===== src/hdl/ssi_fb_regs.svh =====
`ifndef SSI_FB_REGS_SVH
`define SSI_FB_REGS_SVH

// Register indices; byte address is four times the index
`define IDX_POS        8'h00
`define IDX_STAT4      8'h04
`define IDX_STAT5      8'h05
`define IDX_PRESET     8'h08
`define IDX_CTRL       8'h09
`define IDX_LATCH_CFG  8'h0A
`define ADDR_OF(i)     (8'((i) * 4))

// Feedback field positions
`define POS_LATCH_BIT  31
`define ST4_READY      6
`define ST4_ENC_FLT    4
`define ST4_SUP_FLT    3
`define ST4_LATCH_LVL  2
`define ST4_NEG        1
`define ST4_POS        0
`define ST5_CMP1       3
`define ST5_CMP2       2
`define ST5_LD_ERR     1
`define ST5_LD_RUN     0

// Control field positions
`define CTL_LOAD1      0
`define CTL_LOAD2      1
`define CTL_LATCH_RST  6
`define CTL_FAULT_RST  7
`define CTL_MASK       8'hC3

// Latch edge selection
`define LATCH_OFF      2'h0
`define LATCH_RISE     2'h1
`define LATCH_FALL     2'h2
`define LATCH_BOTH     2'h3

// Reset values
`define RST_PRESET     32'h00000000
`define RST_CTRL       8'h00
`define RST_LATCH_CFG  2'h0

// Reference load duration
`define LOAD_TIME_NS   1000
`define CLK_PERIOD_NS  100
`define LOAD_CYCLES    (4'((`LOAD_TIME_NS + `CLK_PERIOD_NS - 1) / `CLK_PERIOD_NS))

`endif


===== src/hdl/ssi_fb_pkg.sv =====
package ssi_fb_pkg;

    // Signals from the encoder front end, same clock
    typedef struct packed {
        logic [30:0] pos;
        logic        strobe;
        logic        comm_ok;
        logic        wire_break;
        logic        parity_err;
        logic        supply_fault;
        logic        cmp1_hit;
        logic        cmp2_hit;
    } enc_in_t;

    // Reference handed to one comparator
    typedef struct packed {
        logic        active;
        logic [30:0] ref_value;
    } cmp_out_t;

    typedef enum logic [1:0] {
        LD_IDLE,
        LD_RUN,
        LD_WAIT
    } load_state_t;

endpackage : ssi_fb_pkg


===== src/hdl/ssi_encoder_feedback_status.sv =====
// Implementation choice: the APB register port.
`timescale 1ns/100ps
// How it works
// Feedback image is six bytes: four position bytes, two status bytes.
// Position bits 0 to 30 carry the encoder position.
// Position bit 31 is set while a latched value is shown.
// Ready flag, byte 4 bit 6, only while encoder communication works.
// Byte 4 bit 4 flags wire break or parity error.
// Fault flags stay set until explicitly cleared.
// Byte 4 bit 3 flags a 24 V encoder supply fault.
// Byte 4 bit 2 mirrors the latch input level.
// Byte 4 bit 1 set while movement is negative.
// Byte 4 bit 0 set while movement is positive.
// Byte 5 bit 3 shows comparator 1 result.
// Byte 5 bit 2 shows comparator 2 result.
// Byte 5 bit 1 set when a reference load fails.
// Both load request bits at zero clear the loading error.
// Byte 5 bit 0 set while a reference load runs.
// Control bit 7 clears the latched fault flags.
// Selected latch edge captures position, held until latch reset.
// A load request bit starts moving the preset to its comparator.
// New reference activates after request cleared and running fell.
// Reserved status bits read zero.
// Direction flags never both set; both clear when position is unchanged.
module ssi_encoder_feedback_status (
    input  wire logic               pclk,
    input  wire logic               presetn,
    input  wire logic               psel,
    input  wire logic               penable,
    input  wire logic               pwrite,
    input  wire logic [7:0]         paddr,
    input  wire logic [31:0]        pwdata,
    output logic [31:0]             prdata,
    output logic                    pready,
    output logic                    pslverr,
    input  wire ssi_fb_pkg::enc_in_t enc_in,
    input  wire logic               latch_input,
    output ssi_fb_pkg::cmp_out_t    cmp1_out,
    output ssi_fb_pkg::cmp_out_t    cmp2_out
);
    import ssi_fb_pkg::*;
`include "ssi_fb_regs.svh"

    ////////////////////////////////////////////////////////////////////
    // Declarations
    logic        lat_s1_r, lat_s2_r, lat_s3_r, latch_edge;
    logic [30:0] prev_pos_r, prev_pos_nxt;
    logic        moving_positive_flag_r, moving_positive_flag_nxt;
    logic        moving_negative_flag_r, moving_negative_flag_nxt;
    logic        enc_fault_r, enc_fault_nxt, sup_fault_r, sup_fault_nxt;
    logic        latched_r, latched_nxt;
    logic [30:0] latch_val_r, latch_val_nxt;
    load_state_t state_r, state_nxt;
    logic [3:0]  cnt_r, cnt_nxt;
    logic        sel2_r, sel2_nxt, ld_err_r, ld_err_nxt;
    logic [30:0] pend_r, pend_nxt;
    cmp_out_t    cmp1_r, cmp1_nxt, cmp2_r, cmp2_nxt;
    logic [1:0]  req;
    logic [31:0] pos_img_r, pos_img_nxt;
    logic [7:0]  st4_r, st4_nxt, st5_r, st5_nxt;
    logic [31:0] prdata_r, prdata_nxt;
    logic        pready_r, pready_nxt, pslverr_r, pslverr_nxt;
    logic [31:0] preset_r, preset_nxt;
    logic [7:0]  ctrl_r, ctrl_nxt;
    logic [1:0]  lcfg_r, lcfg_nxt;
    logic        setup, wr_take, hit, ro_hit;
    logic [31:0] rd_word;

    assign prdata   = prdata_r;
    assign pready   = pready_r;
    assign pslverr  = pslverr_r;
    assign cmp1_out = cmp1_r;
    assign cmp2_out = cmp2_r;
    assign req      = {ctrl_r[`CTL_LOAD2], ctrl_r[`CTL_LOAD1]};

    ////////////////////////////////////////////////////////////////////
    // Latch pin synchroniser, second and third stages feed logic
    always_ff @(posedge pclk or negedge presetn) begin
        if (!presetn) begin
            lat_s1_r <= 1'b0;
            lat_s2_r <= 1'b0;
            lat_s3_r <= 1'b0;
        end else begin
            lat_s1_r <= latch_input;
            lat_s2_r <= lat_s1_r;
            lat_s3_r <= lat_s2_r;
        end
    end

    ////////////////////////////////////////////////////////////////////
    // Direction, faults and latch
    always_comb begin
        unique case (lcfg_r)
            `LATCH_RISE: latch_edge = lat_s2_r & ~lat_s3_r;
            `LATCH_FALL: latch_edge = ~lat_s2_r & lat_s3_r;
            `LATCH_BOTH: latch_edge = lat_s2_r ^ lat_s3_r;
            default:     latch_edge = 1'b0;
        endcase
        prev_pos_nxt             = prev_pos_r;
        moving_positive_flag_nxt = moving_positive_flag_r;
        moving_negative_flag_nxt = moving_negative_flag_r;
        if (enc_in.strobe) begin
            prev_pos_nxt = enc_in.pos;
            // Strict compares keep the flags exclusive
            moving_positive_flag_nxt = enc_in.pos > prev_pos_r;
            moving_negative_flag_nxt = enc_in.pos < prev_pos_r;
        end
        // Set wins over the clear bit
        enc_fault_nxt = (enc_fault_r & ~ctrl_r[`CTL_FAULT_RST])
                      | enc_in.wire_break | enc_in.parity_err;
        sup_fault_nxt = (sup_fault_r & ~ctrl_r[`CTL_FAULT_RST])
                      | enc_in.supply_fault;
        latched_nxt   = latched_r & ~ctrl_r[`CTL_LATCH_RST];
        latch_val_nxt = latch_val_r;
        // Later edges ignored while a value is held
        if (latch_edge && !latched_r) begin
            latched_nxt   = 1'b1;
            latch_val_nxt = enc_in.pos;
        end
    end
    always_ff @(posedge pclk or negedge presetn) begin
        if (!presetn) begin
            prev_pos_r             <= 31'h00000000;
            moving_positive_flag_r <= 1'b0;
            moving_negative_flag_r <= 1'b0;
            enc_fault_r            <= 1'b0;
            sup_fault_r            <= 1'b0;
            latched_r              <= 1'b0;
            latch_val_r            <= 31'h00000000;
        end else begin
            prev_pos_r             <= prev_pos_nxt;
            moving_positive_flag_r <= moving_positive_flag_nxt;
            moving_negative_flag_r <= moving_negative_flag_nxt;
            enc_fault_r            <= enc_fault_nxt;
            sup_fault_r            <= sup_fault_nxt;
            latched_r              <= latched_nxt;
            latch_val_r            <= latch_val_nxt;
        end
    end

    ////////////////////////////////////////////////////////////////////
    // Reference loading
    always_comb begin
        state_nxt  = state_r;
        cnt_nxt    = cnt_r;
        sel2_nxt   = sel2_r;
        ld_err_nxt = ld_err_r;
        pend_nxt   = pend_r;
        cmp1_nxt   = cmp1_r;
        cmp2_nxt   = cmp2_r;
        unique case (state_r)
            LD_IDLE: begin
                if (req != 2'h0) begin
                    // Both at once, or bit 31 set, cannot be loaded
                    if (req == 2'h3 || preset_r[31]) begin
                        ld_err_nxt = 1'b1;
                        state_nxt  = LD_WAIT;
                    end else begin
                        sel2_nxt  = req[1];
                        pend_nxt  = preset_r[30:0];
                        cnt_nxt   = `LOAD_CYCLES - 4'h1;
                        state_nxt = LD_RUN;
                    end
                end
            end
            LD_RUN: begin
                cnt_nxt = cnt_r - 4'h1;
                if (cnt_r == 4'h0) begin
                    state_nxt = LD_WAIT;
                end
            end
            LD_WAIT: begin
                if (req == 2'h0) begin
                    state_nxt = LD_IDLE;
                    // Old reference stays in force until now
                    if (!ld_err_r && sel2_r) begin
                        cmp2_nxt = {1'b1, pend_r};
                    end else if (!ld_err_r) begin
                        cmp1_nxt = {1'b1, pend_r};
                    end
                end
            end
        endcase
        if (req == 2'h0) begin
            ld_err_nxt = 1'b0;
        end
    end
    always_ff @(posedge pclk or negedge presetn) begin
        if (!presetn) begin
            state_r  <= LD_IDLE;
            cnt_r    <= 4'h0;
            sel2_r   <= 1'b0;
            ld_err_r <= 1'b0;
            pend_r   <= 31'h00000000;
            cmp1_r   <= 32'h00000000;
            cmp2_r   <= 32'h00000000;
        end else begin
            state_r  <= state_nxt;
            cnt_r    <= cnt_nxt;
            sel2_r   <= sel2_nxt;
            ld_err_r <= ld_err_nxt;
            pend_r   <= pend_nxt;
            cmp1_r   <= cmp1_nxt;
            cmp2_r   <= cmp2_nxt;
        end
    end

    ////////////////////////////////////////////////////////////////////
    // Feedback image, reserved bits left at zero
    always_comb begin
        pos_img_nxt = latched_r ? {1'b1, latch_val_r}
                                : {1'b0, enc_in.pos};
        st4_nxt = 8'h00;
        st4_nxt[`ST4_READY]     = enc_in.comm_ok & ~enc_fault_r
                                & ~sup_fault_r;
        st4_nxt[`ST4_ENC_FLT]   = enc_fault_r;
        st4_nxt[`ST4_SUP_FLT]   = sup_fault_r;
        st4_nxt[`ST4_LATCH_LVL] = lat_s2_r;
        st4_nxt[`ST4_NEG]       = moving_negative_flag_r;
        st4_nxt[`ST4_POS]       = moving_positive_flag_r;
        st5_nxt = 8'h00;
        st5_nxt[`ST5_CMP1]   = enc_in.cmp1_hit;
        st5_nxt[`ST5_CMP2]   = enc_in.cmp2_hit;
        st5_nxt[`ST5_LD_ERR] = ld_err_r;
        st5_nxt[`ST5_LD_RUN] = state_r == LD_RUN;
    end
    always_ff @(posedge pclk or negedge presetn) begin
        if (!presetn) begin
            pos_img_r <= 32'h00000000;
            st4_r     <= 8'h00;
            st5_r     <= 8'h00;
        end else begin
            pos_img_r <= pos_img_nxt;
            st4_r     <= st4_nxt;
            st5_r     <= st5_nxt;
        end
    end

    ////////////////////////////////////////////////////////////////////
    // APB slave: one wait-free access cycle, read data captured at setup
    assign setup   = psel & ~penable;
    assign wr_take = psel & penable & pready_r & pwrite & ~pslverr_r;
    always_comb begin
        hit     = 1'b1;
        // Every mapped word below the preset is a read-only image
        ro_hit  = paddr < `ADDR_OF(`IDX_PRESET);
        rd_word = 32'h00000000;
        unique case (paddr)
            `ADDR_OF(`IDX_POS):       rd_word = pos_img_r;
            `ADDR_OF(`IDX_STAT4):     rd_word = {24'h000000, st4_r};
            `ADDR_OF(`IDX_STAT5):     rd_word = {24'h000000, st5_r};
            `ADDR_OF(`IDX_PRESET):    rd_word = preset_r;
            `ADDR_OF(`IDX_CTRL):      rd_word = {24'h000000, ctrl_r};
            `ADDR_OF(`IDX_LATCH_CFG): rd_word = {30'h00000000, lcfg_r};
            default:                  hit     = 1'b0;
        endcase
    end
    always_comb begin
        pready_nxt  = setup;
        prdata_nxt  = prdata_r;
        pslverr_nxt = pslverr_r;
        preset_nxt  = preset_r;
        ctrl_nxt    = ctrl_r;
        lcfg_nxt    = lcfg_r;
        if (setup) begin
            pslverr_nxt = ~hit | (pwrite & ro_hit);
            prdata_nxt  = pwrite ? 32'h00000000 : rd_word;
        end
        if (wr_take) begin
            unique case (paddr)
                `ADDR_OF(`IDX_PRESET): preset_nxt = pwdata;
                `ADDR_OF(`IDX_CTRL):   ctrl_nxt = pwdata[7:0] & `CTL_MASK;
                `ADDR_OF(`IDX_LATCH_CFG): lcfg_nxt = pwdata[1:0];
                default: ;
            endcase
        end
    end
    always_ff @(posedge pclk or negedge presetn) begin
        if (!presetn) begin
            prdata_r  <= 32'h00000000;
            pready_r  <= 1'b0;
            pslverr_r <= 1'b0;
            preset_r  <= `RST_PRESET;
            ctrl_r    <= `RST_CTRL;
            lcfg_r    <= `RST_LATCH_CFG;
        end else begin
            prdata_r  <= prdata_nxt;
            pready_r  <= pready_nxt;
            pslverr_r <= pslverr_nxt;
            preset_r  <= preset_nxt;
            ctrl_r    <= ctrl_nxt;
            lcfg_r    <= lcfg_nxt;
        end
    end
endmodule : ssi_encoder_feedback_status


===== config.mk =====
export PLATFORM = sky130hd
export DESIGN_NAME = ssi_encoder_feedback_status
export DESIGN_NICKNAME = d
export VERILOG_FILES = /design/src/hdl/ssi_fb_pkg.sv /design/src/hdl/ssi_encoder_feedback_status.sv
export VERILOG_INCLUDE_DIRS = /design/src /design/src/hdl
export SDC_FILE = /design/constraint.sdc
export NUM_CORES = 1
export LEC_CHECK = 0
export ABC_AREA = 1
export CAP_MARGIN = 20
export CELL_PAD_IN_SITES_DETAIL_PLACEMENT = 0
export CELL_PAD_IN_SITES_GLOBAL_PLACEMENT = 1
export CORE_MARGIN = 3
export CORE_UTILIZATION = 39
export CTS_BUF_LIST = sky130_fd_sc_hd__clkbuf_2
export DETAILED_ROUTE_END_ITERATION = 7
export DONT_BUFFER_PORTS = 1
export PLACE_DENSITY = 0.73
export SLEW_MARGIN = 20
export SYNTH_ARGS = -nofsm -noshare
export SYNTH_HDL_FRONTEND = slang
export SYNTH_SLANG_ARGS = --single-unit

===== constraint.sdc =====
create_clock -name pclk -period 2.8 [get_ports pclk]
set_input_delay 0.28 -clock pclk [delete_from_list [all_inputs] [get_ports pclk]]
set_output_delay 0.28 -clock pclk [all_outputs]
set_load 0.03 [all_outputs]

==> impl_metrics.ini, run 1 <==
[global_route]
grt_first_pass_wirelength_um = 48500
antenna_found_initial = 1
gr-total-overflow = 0
grt_max_degree = 287
first_global_vias = 9331
grt_usage_pct = 17.8

[worst_setup_path]
worst-endpoint-arrival_ps = 3430
path_cells = dlygate4sd3_1, nor2_4, nand3_1, dlygate4sd3_1, nor2_1, nand2_1, nand3_1, nand2_1, dlygate4sd3_1, nand2_1, dlygate4sd3_1
cp-start-kind = input pin
worstReg2RegStart = pready
path_class = input pin to flop
critPathSlowestCell = dlygate4sd3_1
r2r_end = ctrl_r[7]
r2r_cells = 5
cp_common_cell = dlygate4sd3_1
critPathRequiredTime_ps = 3510
crit_path_end_kind = flop
max_stage_delay_ps = 600
crit_fanout = 5
worst-r2r-setup-slack_ps = 430

[synth]
synth-seq-area-share_pct = 59.0
synth_nets = 1434
synth_edf_count = 0
synth_cells = 1312
yosysWarnings = 0
postSynth.asyncResetShare_pct = 100
netlist_area_um2 = 12100
synth_cell_types = 33
avgSynthCellArea_um2 = 9.25
ys_seq_elements = 286
ys.flop_type = dfrtp_1

[sta]
setup_viol = 0
rsz0062_at_grt = no
timing.fmax_ghz = 0.367
fin_tns_setup_ps = 0
finalCriticalPeriod_ps = 2720
holdWs_ps = -858
finalHoldViolations = 286
worst_slew_pin_slew_ps = 744
finClkSkew_ps = 62.6
slew_headroom_pct = 50.3
fin_crit_sh_pct = 97.2
slew_violations = 0

[route]
drc = 0
drtPass1Iterations = 7
first_iter_violations = 519
postRouteAntennaNets = 0
maxUsedRoutingLayer = met4
met2_length_um = 12400
via_per_inst = 4.67
totalWireLength_um = 29000
dr_total_vias = 9085
routed-wl-met3_um = 2040
wl_met1_um = 13700
routedWlPerCell_um = 14.9

[clock_network]
cts_sinks = 286
clkLatencyLatePin_ps = 830
cts_root_buf = clkbuf_2
cts_max_level = 3
cts_tree = yes
hold_buffers = 151
cts_made_buffers = 80
cts_max_path_buffers = 3
cts_setup_buffers = 0
clkTransAtPathRegs_ps = 90

[die]
fp.dieW_um = 182
die_area_um2 = 33300
core_area_um2 = 30200
io_pins = 182
die_h_um = 182
start_util_pct = 40.2
fp-row-count = 63

[placed_design]
io_buffers = 0
place_inst = 1657
dpl.hpwl_um = 18600
gp_congestion = 0.796

[run]
cap_viol_max_count = 0

[finish]
fin_cells = 1944
drive_gt1_share_pct = 11.4
final_cell_mix = nand2_1 (438), dfrtp_1 (285), o21ai_0 (201), dlygate4sd3_1 (150), inv_1 (145)
fill_cells = 2972
final_common_cell = nand2_1
syn_to_final_growth_pct = 20.9
fin_nets = 1622
utilization_pct = 48.6

[pwr]
finalPower_w = 0.00801
ir_worst_vdd_v = 0.000213
p_leak_nw = 7.43
p_per_area_nw_per_um2 = 546

[hold_path]
hp-class = input pin to async pin

[status]
outcome = finished, violations left
violations = negative hold slack
==> cell families (layout without fill, tap and decap cells) <==
logic type      count (synthesis)  after routing  synth area share [%]
xor+xnor                        2              2                 0.144
mux                            28             28                  3.28
fa+ha+maj                      38             38                  3.92
flops                         286            286                  59.0
compound gates                231            231                  9.68
simple gates                  525            525                  17.5
other cells                     0              1                     0
buf+inv                       202            443                  6.54
==> per-stage QoR <==
step,setup WS [ps],area (um^2)
after floorplan,1230,12100
after global placement,839,12500
after detailed placement,765,12500
after CTS,128,14700
after global routing,21.4,14700
final,77.0,14700
==> timing repair <==
action                                  in CTS  in global routing
endpoints found under the setup margin       0                  1
endpoints found under the hold margin      456                286
resized for setup                            0                  1
==> registers in the layout, indices dropped and copies added, names as in the netlist, 2 cells and up <==
name / count
cmp2_out: 32
preset_r: 32
lcfg_r: 2
cnt_r: 4
latch_val_r: 31
state_r: 2
pos_img_r: 32
prdata: 32
st4_r: 6
cmp1_out: 32
ctrl_r: 4
st5_r: 4
pend_r: 31
prev_pos_r: 31
==> cell type report <==
cell class	count	area, um^2	area share (%)
flip-flops and latches	286	7160	48.8
multi-input cells	824	4200	28.6
repair buffers	162	1600	10.9
clock buffers	116	581	3.96
inverters	146	548	3.74
well taps	390	488	3.33
clock inverters	19	93.8	0.640
diodes	1	2.50	0.0171
==> how the worst max path moves through the flow <==
| stage | start | endpoint | slack (ps) |
|---|---|---|---|
| final | paddr[0] | prdata[0] | 80 |
| after detailed placement | pready | preset_r[10] | 760 |
| after global routing | paddr[6] | prdata[0] | 20 |
| after CTS | paddr[6] | prdata[0] | 130 |
| after global placement | pready | preset_r[23] | 840 |
| after floorplan | pready | preset_r[10] | 1230 |
==> worst max-delay path, delay by kind of cell <==
kind	cells	cell delay, ps
buf+inv	4	2260
simple gates	7	880
==> per-layer routing <==
metal | GRT usage (%) | up-vias
li1 | - | 4578
met1 | 24.8 | 4200
met5 | 0 | -
met4 | 6.37 | 0
met2 | 26.1 | 247
met3 | 5.76 | 60
==> cell usage after synthesis (2+ instances only) <==
cell type	n	share of area (%)
a21o_1	3	0.19
a21oi_1	18	0.74
buf_1	3	0.093
buf_2	10	0.41
buf_6	3	0.28
clkbuf_1	40	1.2
dfrtp_1	286	59
ha_1	38	3.9
inv_1	145	4.5
mux2_2	6	0.56
mux2_4	22	2.7
nand2_1	439	14
nand3_1	43	1.8
nand4_1	8	0.41
nor2_1	24	0.74
nor2_2	3	0.15
nor2_4	2	0.19
o21ai_0	201	8.3
o21ai_1	4	0.16
==> power breakdown <==
| part | total, W | internal [W] | leakage (nW) | switching, W |
|---|---|---|---|---|
| combinational | 0.000885 | 0.000381 | 3.27 | 0.000504 |
| clock | 0.00279 | 0.00111 | 0.517 | 0.00169 |
| sequential | 0.00433 | 0.00427 | 3.64 | 0.0000661 |
Note: power is estimated with default switching activity, not from simulation.
==> run 2: changes to the inputs <==
- CAP_MARGIN: 20 -> unset
- CELL_PAD_IN_SITES_DETAIL_PLACEMENT: 0 -> unset
- CELL_PAD_IN_SITES_GLOBAL_PLACEMENT: 1 -> unset
- PLACE_DENSITY: 0.73 -> 0.6
==> impl_metrics.ini, run 2 (synthesis gave the netlist of run 1 again) <==
[status]
outcome = finished, violations left
violations = negative hold slack

[clock_network]
clkTransAtPathRegs_ps = 110
cts_setup_buffers = 0
clkLatencyLatePin_ps = 820
cts_tree = yes
hold_buffers = 153
cts_root_buf = clkbuf_2
cts_max_level = 3
cts_made_buffers = 77
cts_sinks = 286
cts_max_path_buffers = 3

[worst_setup_path]
max_stage_delay_ps = 740
crit_path_end = prdata[0]
worst-r2r-setup-slack_ps = 260
critPathLaunch = paddr[0]
path_cells = dlygate4sd3_1, nor2_4, dlygate4sd3_1, nand3_1, nor2_1, dlygate4sd3_1, nand2_1, nand3_1, dlygate4sd3_1, nand2_1, nand2_1
worst-endpoint-arrival_ps = 3480
r2r_end = ctrl_r[7]
critPathRequiredTime_ps = 3520
critPathSlowestCell = dlygate4sd3_1
crit_path_end_kind = flop
crit_fanout = 4
r2r_cells = 7
cp_common_cell = dlygate4sd3_1
path_class = input pin to flop
cp-start-kind = input pin
worstReg2RegStart = pready

[sta]
finalHoldViolations = 286
worst_slew_pin_slew_ps = 1040
slew_violations = 0
finClkSkew_ps = 88.9
timing.fmax_ghz = 0.363
slew_headroom_pct = 30.9
holdWs_ps = -814
rsz0062_at_grt = no
finalCriticalPeriod_ps = 2750
fin_tns_setup_ps = 0
setup_viol = 0
layout_setup_ws_ps = 46.4
fin_crit_sh_pct = 98.3

[finish]
final_common_cell = nand2_1
fin_nets = 1618
final_cell_mix = nand2_1 (439), dfrtp_1 (285), o21ai_0 (201), dlygate4sd3_1 (151), inv_1 (145)
stdcell_area_um2 = 14700
utilization_pct = 48.7
drive_gt1_share_pct = 11.1
fin_cells = 1939
syn_to_final_growth_pct = 21.0

[route]
dr_total_vias = 9187
first_iter_violations = 687
postRouteAntennaNets = 0
drtPass1Iterations = 7
totalWireLength_um = 29600
via_per_inst = 4.74
drc = 0
routedWlPerCell_um = 15.3

[die]
fp.dieW_um = 182
fp-row-count = 63
die_h_um = 182
io_pins = 182
start_util_pct = 40.2
die_area_um2 = 33300
core_area_um2 = 30200

[global_route]
grt_first_pass_wirelength_um = 49400
first_global_vias = 9389
antenna_found_initial = 1
grt_usage_pct = 18.1
grt_max_degree = 287
gr-total-overflow = 0

[pwr]
p_per_area_nw_per_um2 = 554
p_leak_nw = 7.45
ir_worst_vdd_v = 0.000229

[run]
cap_viol_max_count = 0

[hold_path]
hp-class = input pin to async pin

[placed_design]
pre_cts_ws_ps = 821
io_buffers = 0
place_area_um2 = 12500
gp_congestion = 0.847
dpl.hpwl_um = 18700
place_inst = 1655
## run 2: stage by stage
| stage | power [W] | hold WS [ps] |
|---|---|---|
| finish | 0.00814 | -814 |
| global route | 0.00868 | -945 |
| global placement | 0.00506 | -5.64 |
| detailed placement | 0.00508 | -6.91 |
| CTS | 0.00830 | -968 |
| floorplan | 0.00494 | -15.6 |
## run 2: worst min-delay path by stage
| stage | start | end | slack (ps) | cells past startpoint |
|---|---|---|---|---|
| floorplan | presetn | cmp1_out[0] | -20 | 0 |
| global placement | presetn | prev_pos_r[4] | -6 | 0 |
| detailed placement | presetn | prev_pos_r[4] | -7 | 0 |
| CTS | presetn | prdata[10] | -970 | 0 |
| global route | presetn | prev_pos_r[4] | -950 | 0 |
| finish | presetn | prev_pos_r[4] | -810 | 0 |
## run 2: area by class of cell
| type | instances | area (um^2) |
|---|---|---|
| well taps | 390 | 488 |
| flip-flops and latches | 286 | 7160 |
| repair buffers | 161 | 1600 |
| inverters | 146 | 548 |
| fillers | 2872 | 15500 |
| clock buffers | 112 | 561 |
| multi-input cells | 824 | 4200 |
| clock inverters | 18 | 131 |
| diodes | 2 | 5.00 |
## run 2: per-layer routing
layer / wire [um] / up-vias / part of all wire, % / GRT usage [%]
li1: - / 4561 / - / -
met1: 13800 / 4310 / 47 / 25.0
met2: 13300 / 264 / 45 / 27.5
met3: 1870 / 52 / 6.3 / 5.04
met4: 683 / 0 / 2.3 / 6.31
met5: 0 / - / 0 / 0
## run 2: critical path, delay by kind of cell
| kind | cells | cell delay, ps |
|---|---|---|
| buf+inv | 4 | 2460 |
| simple gates | 7 | 730 |
## run 2: what timing repair did
action / in CTS / in global routing
endpoints found under the hold margin: 438 / 286
endpoints found under the setup margin: 0 / 7
gates resized for setup: 0 / 3
## run 2: where the power goes
part	leakage [nW]	total [W]	internal (W)	switching (W)
registers	3.64	0.00433	0.00427	0.0000652
logic	3.27	0.000886	0.000381	0.000504
clock network	0.530	0.00292	0.00125	0.00167
==> run 3: changes to the inputs <==
- CTS_BUF_LIST: sky130_fd_sc_hd__clkbuf_2 -> unset
==> impl_metrics.ini, run 3 (synthesis gave the netlist of run 1 again) <==
[status]
outcome = finished, violations left
violations = negative hold slack

[finish]
final_cell_mix = nand2_1 (439), dfrtp_1 (286), o21ai_0 (201), inv_1 (145), dlygate4sd3_1 (72)
antenna_cells = 0
drive_gt1_share_pct = 7.13
syn_to_final_growth_pct = 16.9
fin_nets = 1493
final_common_cell = nand2_1
fill_cells = 2870
utilization_pct = 47.0

[global_route]
antenna_found_initial = 0
first_global_vias = 8406
grt_usage_pct = 16.9
grt_first_pass_wirelength_um = 46100
grt_max_degree = 287
gr-total-overflow = 0

[die]
fp-row-count = 63
core_area_um2 = 30200
die_h_um = 182
die_area_um2 = 33300
fp.dieW_um = 182
io_pins = 182
start_util_pct = 40.2

[run]
cap_viol_max_count = 0

[sta]
holdWs_ps = -559
rsz0062_at_grt = no
slew_violations = 0
timing.fmax_ghz = 0.513
worst_slew_pin_slew_ps = 1030
layout_setup_ws_ps = 850
finalCriticalPeriod_ps = 1950
finalHoldViolations = 286
finClkSkew_ps = 9.07
slew_headroom_pct = 31.5
setup_viol = 0
fin_crit_sh_pct = 69.6
fin_tns_setup_ps = 0

[route]
drtPass1Iterations = 4
routedWlPerCell_um = 15.9
totalWireLength_um = 28200
drc = 0
dr_total_vias = 8558
postRouteAntennaNets = 0
first_iter_violations = 644
via_per_inst = 4.81

[worst_setup_path]
path_class = flop to flop
crit_path_end_kind = flop
worst-endpoint-arrival_ps = 2370
crit_fanout = 36
critPathRequiredTime_ps = 3220
cp-start-kind = flop

[pwr]
p_leak_nw = 7.11
ir_worst_vdd_v = 0.000421
power.switching_w = 0.00213
switching_share_pct = 23.5
p_comb_share_pct = 8.5
p_int_w = 0.00694
p_per_area_nw_per_um2 = 639
pwr-share-seq_pct = 47.8
power.share.clock_pct = 43.7

[placed_design]
dpl.hpwl_um = 18700
pre_cts_ws_ps = 821
io_buffers = 0
gp_congestion = 0.847

[clock_network]
cts_sinks = 286
clkTransAtPathRegs_ps = 60
cts_made_buffers = 31
cts_max_level = 1
cts_root_buf = clkbuf_16
hold_buffers = 73
cts_max_path_buffers = 3
clkLatencyLatePin_ps = 540
cts_tree = yes

[hold_path]
hp-class = input pin to async pin
[run 3: cell types whose count changed in the layout (fill, tap and decap cells not counted), sizes merged]
cell / before / now
bufinv: 2 / 1
clkbuf: 112 / 43
clkinv: 13 / 6
diode: 2 / 0
dlygate4sd3: 151 / 72
inv: 148 / 146
[run 3: path summary, 6_finish.rpt]
| kind | start | to | slack [ps] | cells after the start |
|---|---|---|---|---|
| min reg2reg | lat_s1_r | lat_s2_r | 350 | 0 |
| max | pready | preset_r[18] | 850 | 4 |
| max in group asynchronous | presetn | prdata[3] | 2570 | 0 |
| max reg2reg | pready | preset_r[18] | 850 | 4 |
| min in group pclk | paddr[7] | pslverr | 80 | 3 |
| min | presetn | prev_pos_r[4] | -560 | 0 |
[run 3: repair_timing]
action,CTS,global route
buffers inserted,0,0
setup endpoints to repair,0,0
gates resized for setup,0,0
hold endpoints to repair,427,286
[run 3: worst max-delay path, cell delays in order (launching register included)]
cell	delay, ps
dfrtp_1	580
nand3_1	170
nor3_2	270
nand2_4	370
mux2_4	420
[run 3: power groups by stage]
| stage | clock [W] | sequential, W | combinational [W] |
|---|---|---|---|
| 5_1_grt | 0.00425 | 0.00435 | 0.000911 |
| 6_report | 0.00397 | 0.00434 | 0.000770 |
| 3_5_place_dp | 0 | 0.00441 | 0.000669 |
| 4_1_cts | 0.00410 | 0.00434 | 0.000785 |
| 2_1_floorplan | 0 | 0.00439 | 0.000543 |
| 3_3_place_gp | 0 | 0.00441 | 0.000652 |
[run 3: layout make-up]
class,instances,area (um^2),share of cell area [%]
clock buffer,43,931,6.56
clock inverter,8,67.6,0.476
inverter,146,548,3.86
multi-input combinational,824,4190,29.5
sequential,286,7160,50.4
tap,390,488,3.44
timing repair buffer,82,808,5.70
[run 3: metrics by stage]
stage	area (um^2)	cells	power [W]	hold slack, ps
detailed placement	12500	1655	0.00508	-6.91
global route	14200	1779	0.00952	-591
finish	14200	1779	0.00907	-559
global placement	12500	1655	0.00506	-5.64
floorplan	12100	1312	0.00494	-15.6
CTS	14200	1779	0.00922	-599
[run 3: metal layers]
| metal | GRT usage [%] | share of wire, % | up-vias |
|---|---|---|---|
| met5 | 0 | 0 | - |
| met4 | 4.20 | 2.3 | 0 |
| met3 | 3.87 | 6.4 | 48 |
| met2 | 25.8 | 44 | 214 |
| met1 | 24.3 | 47 | 4031 |
| li1 | - | - | 4265 |
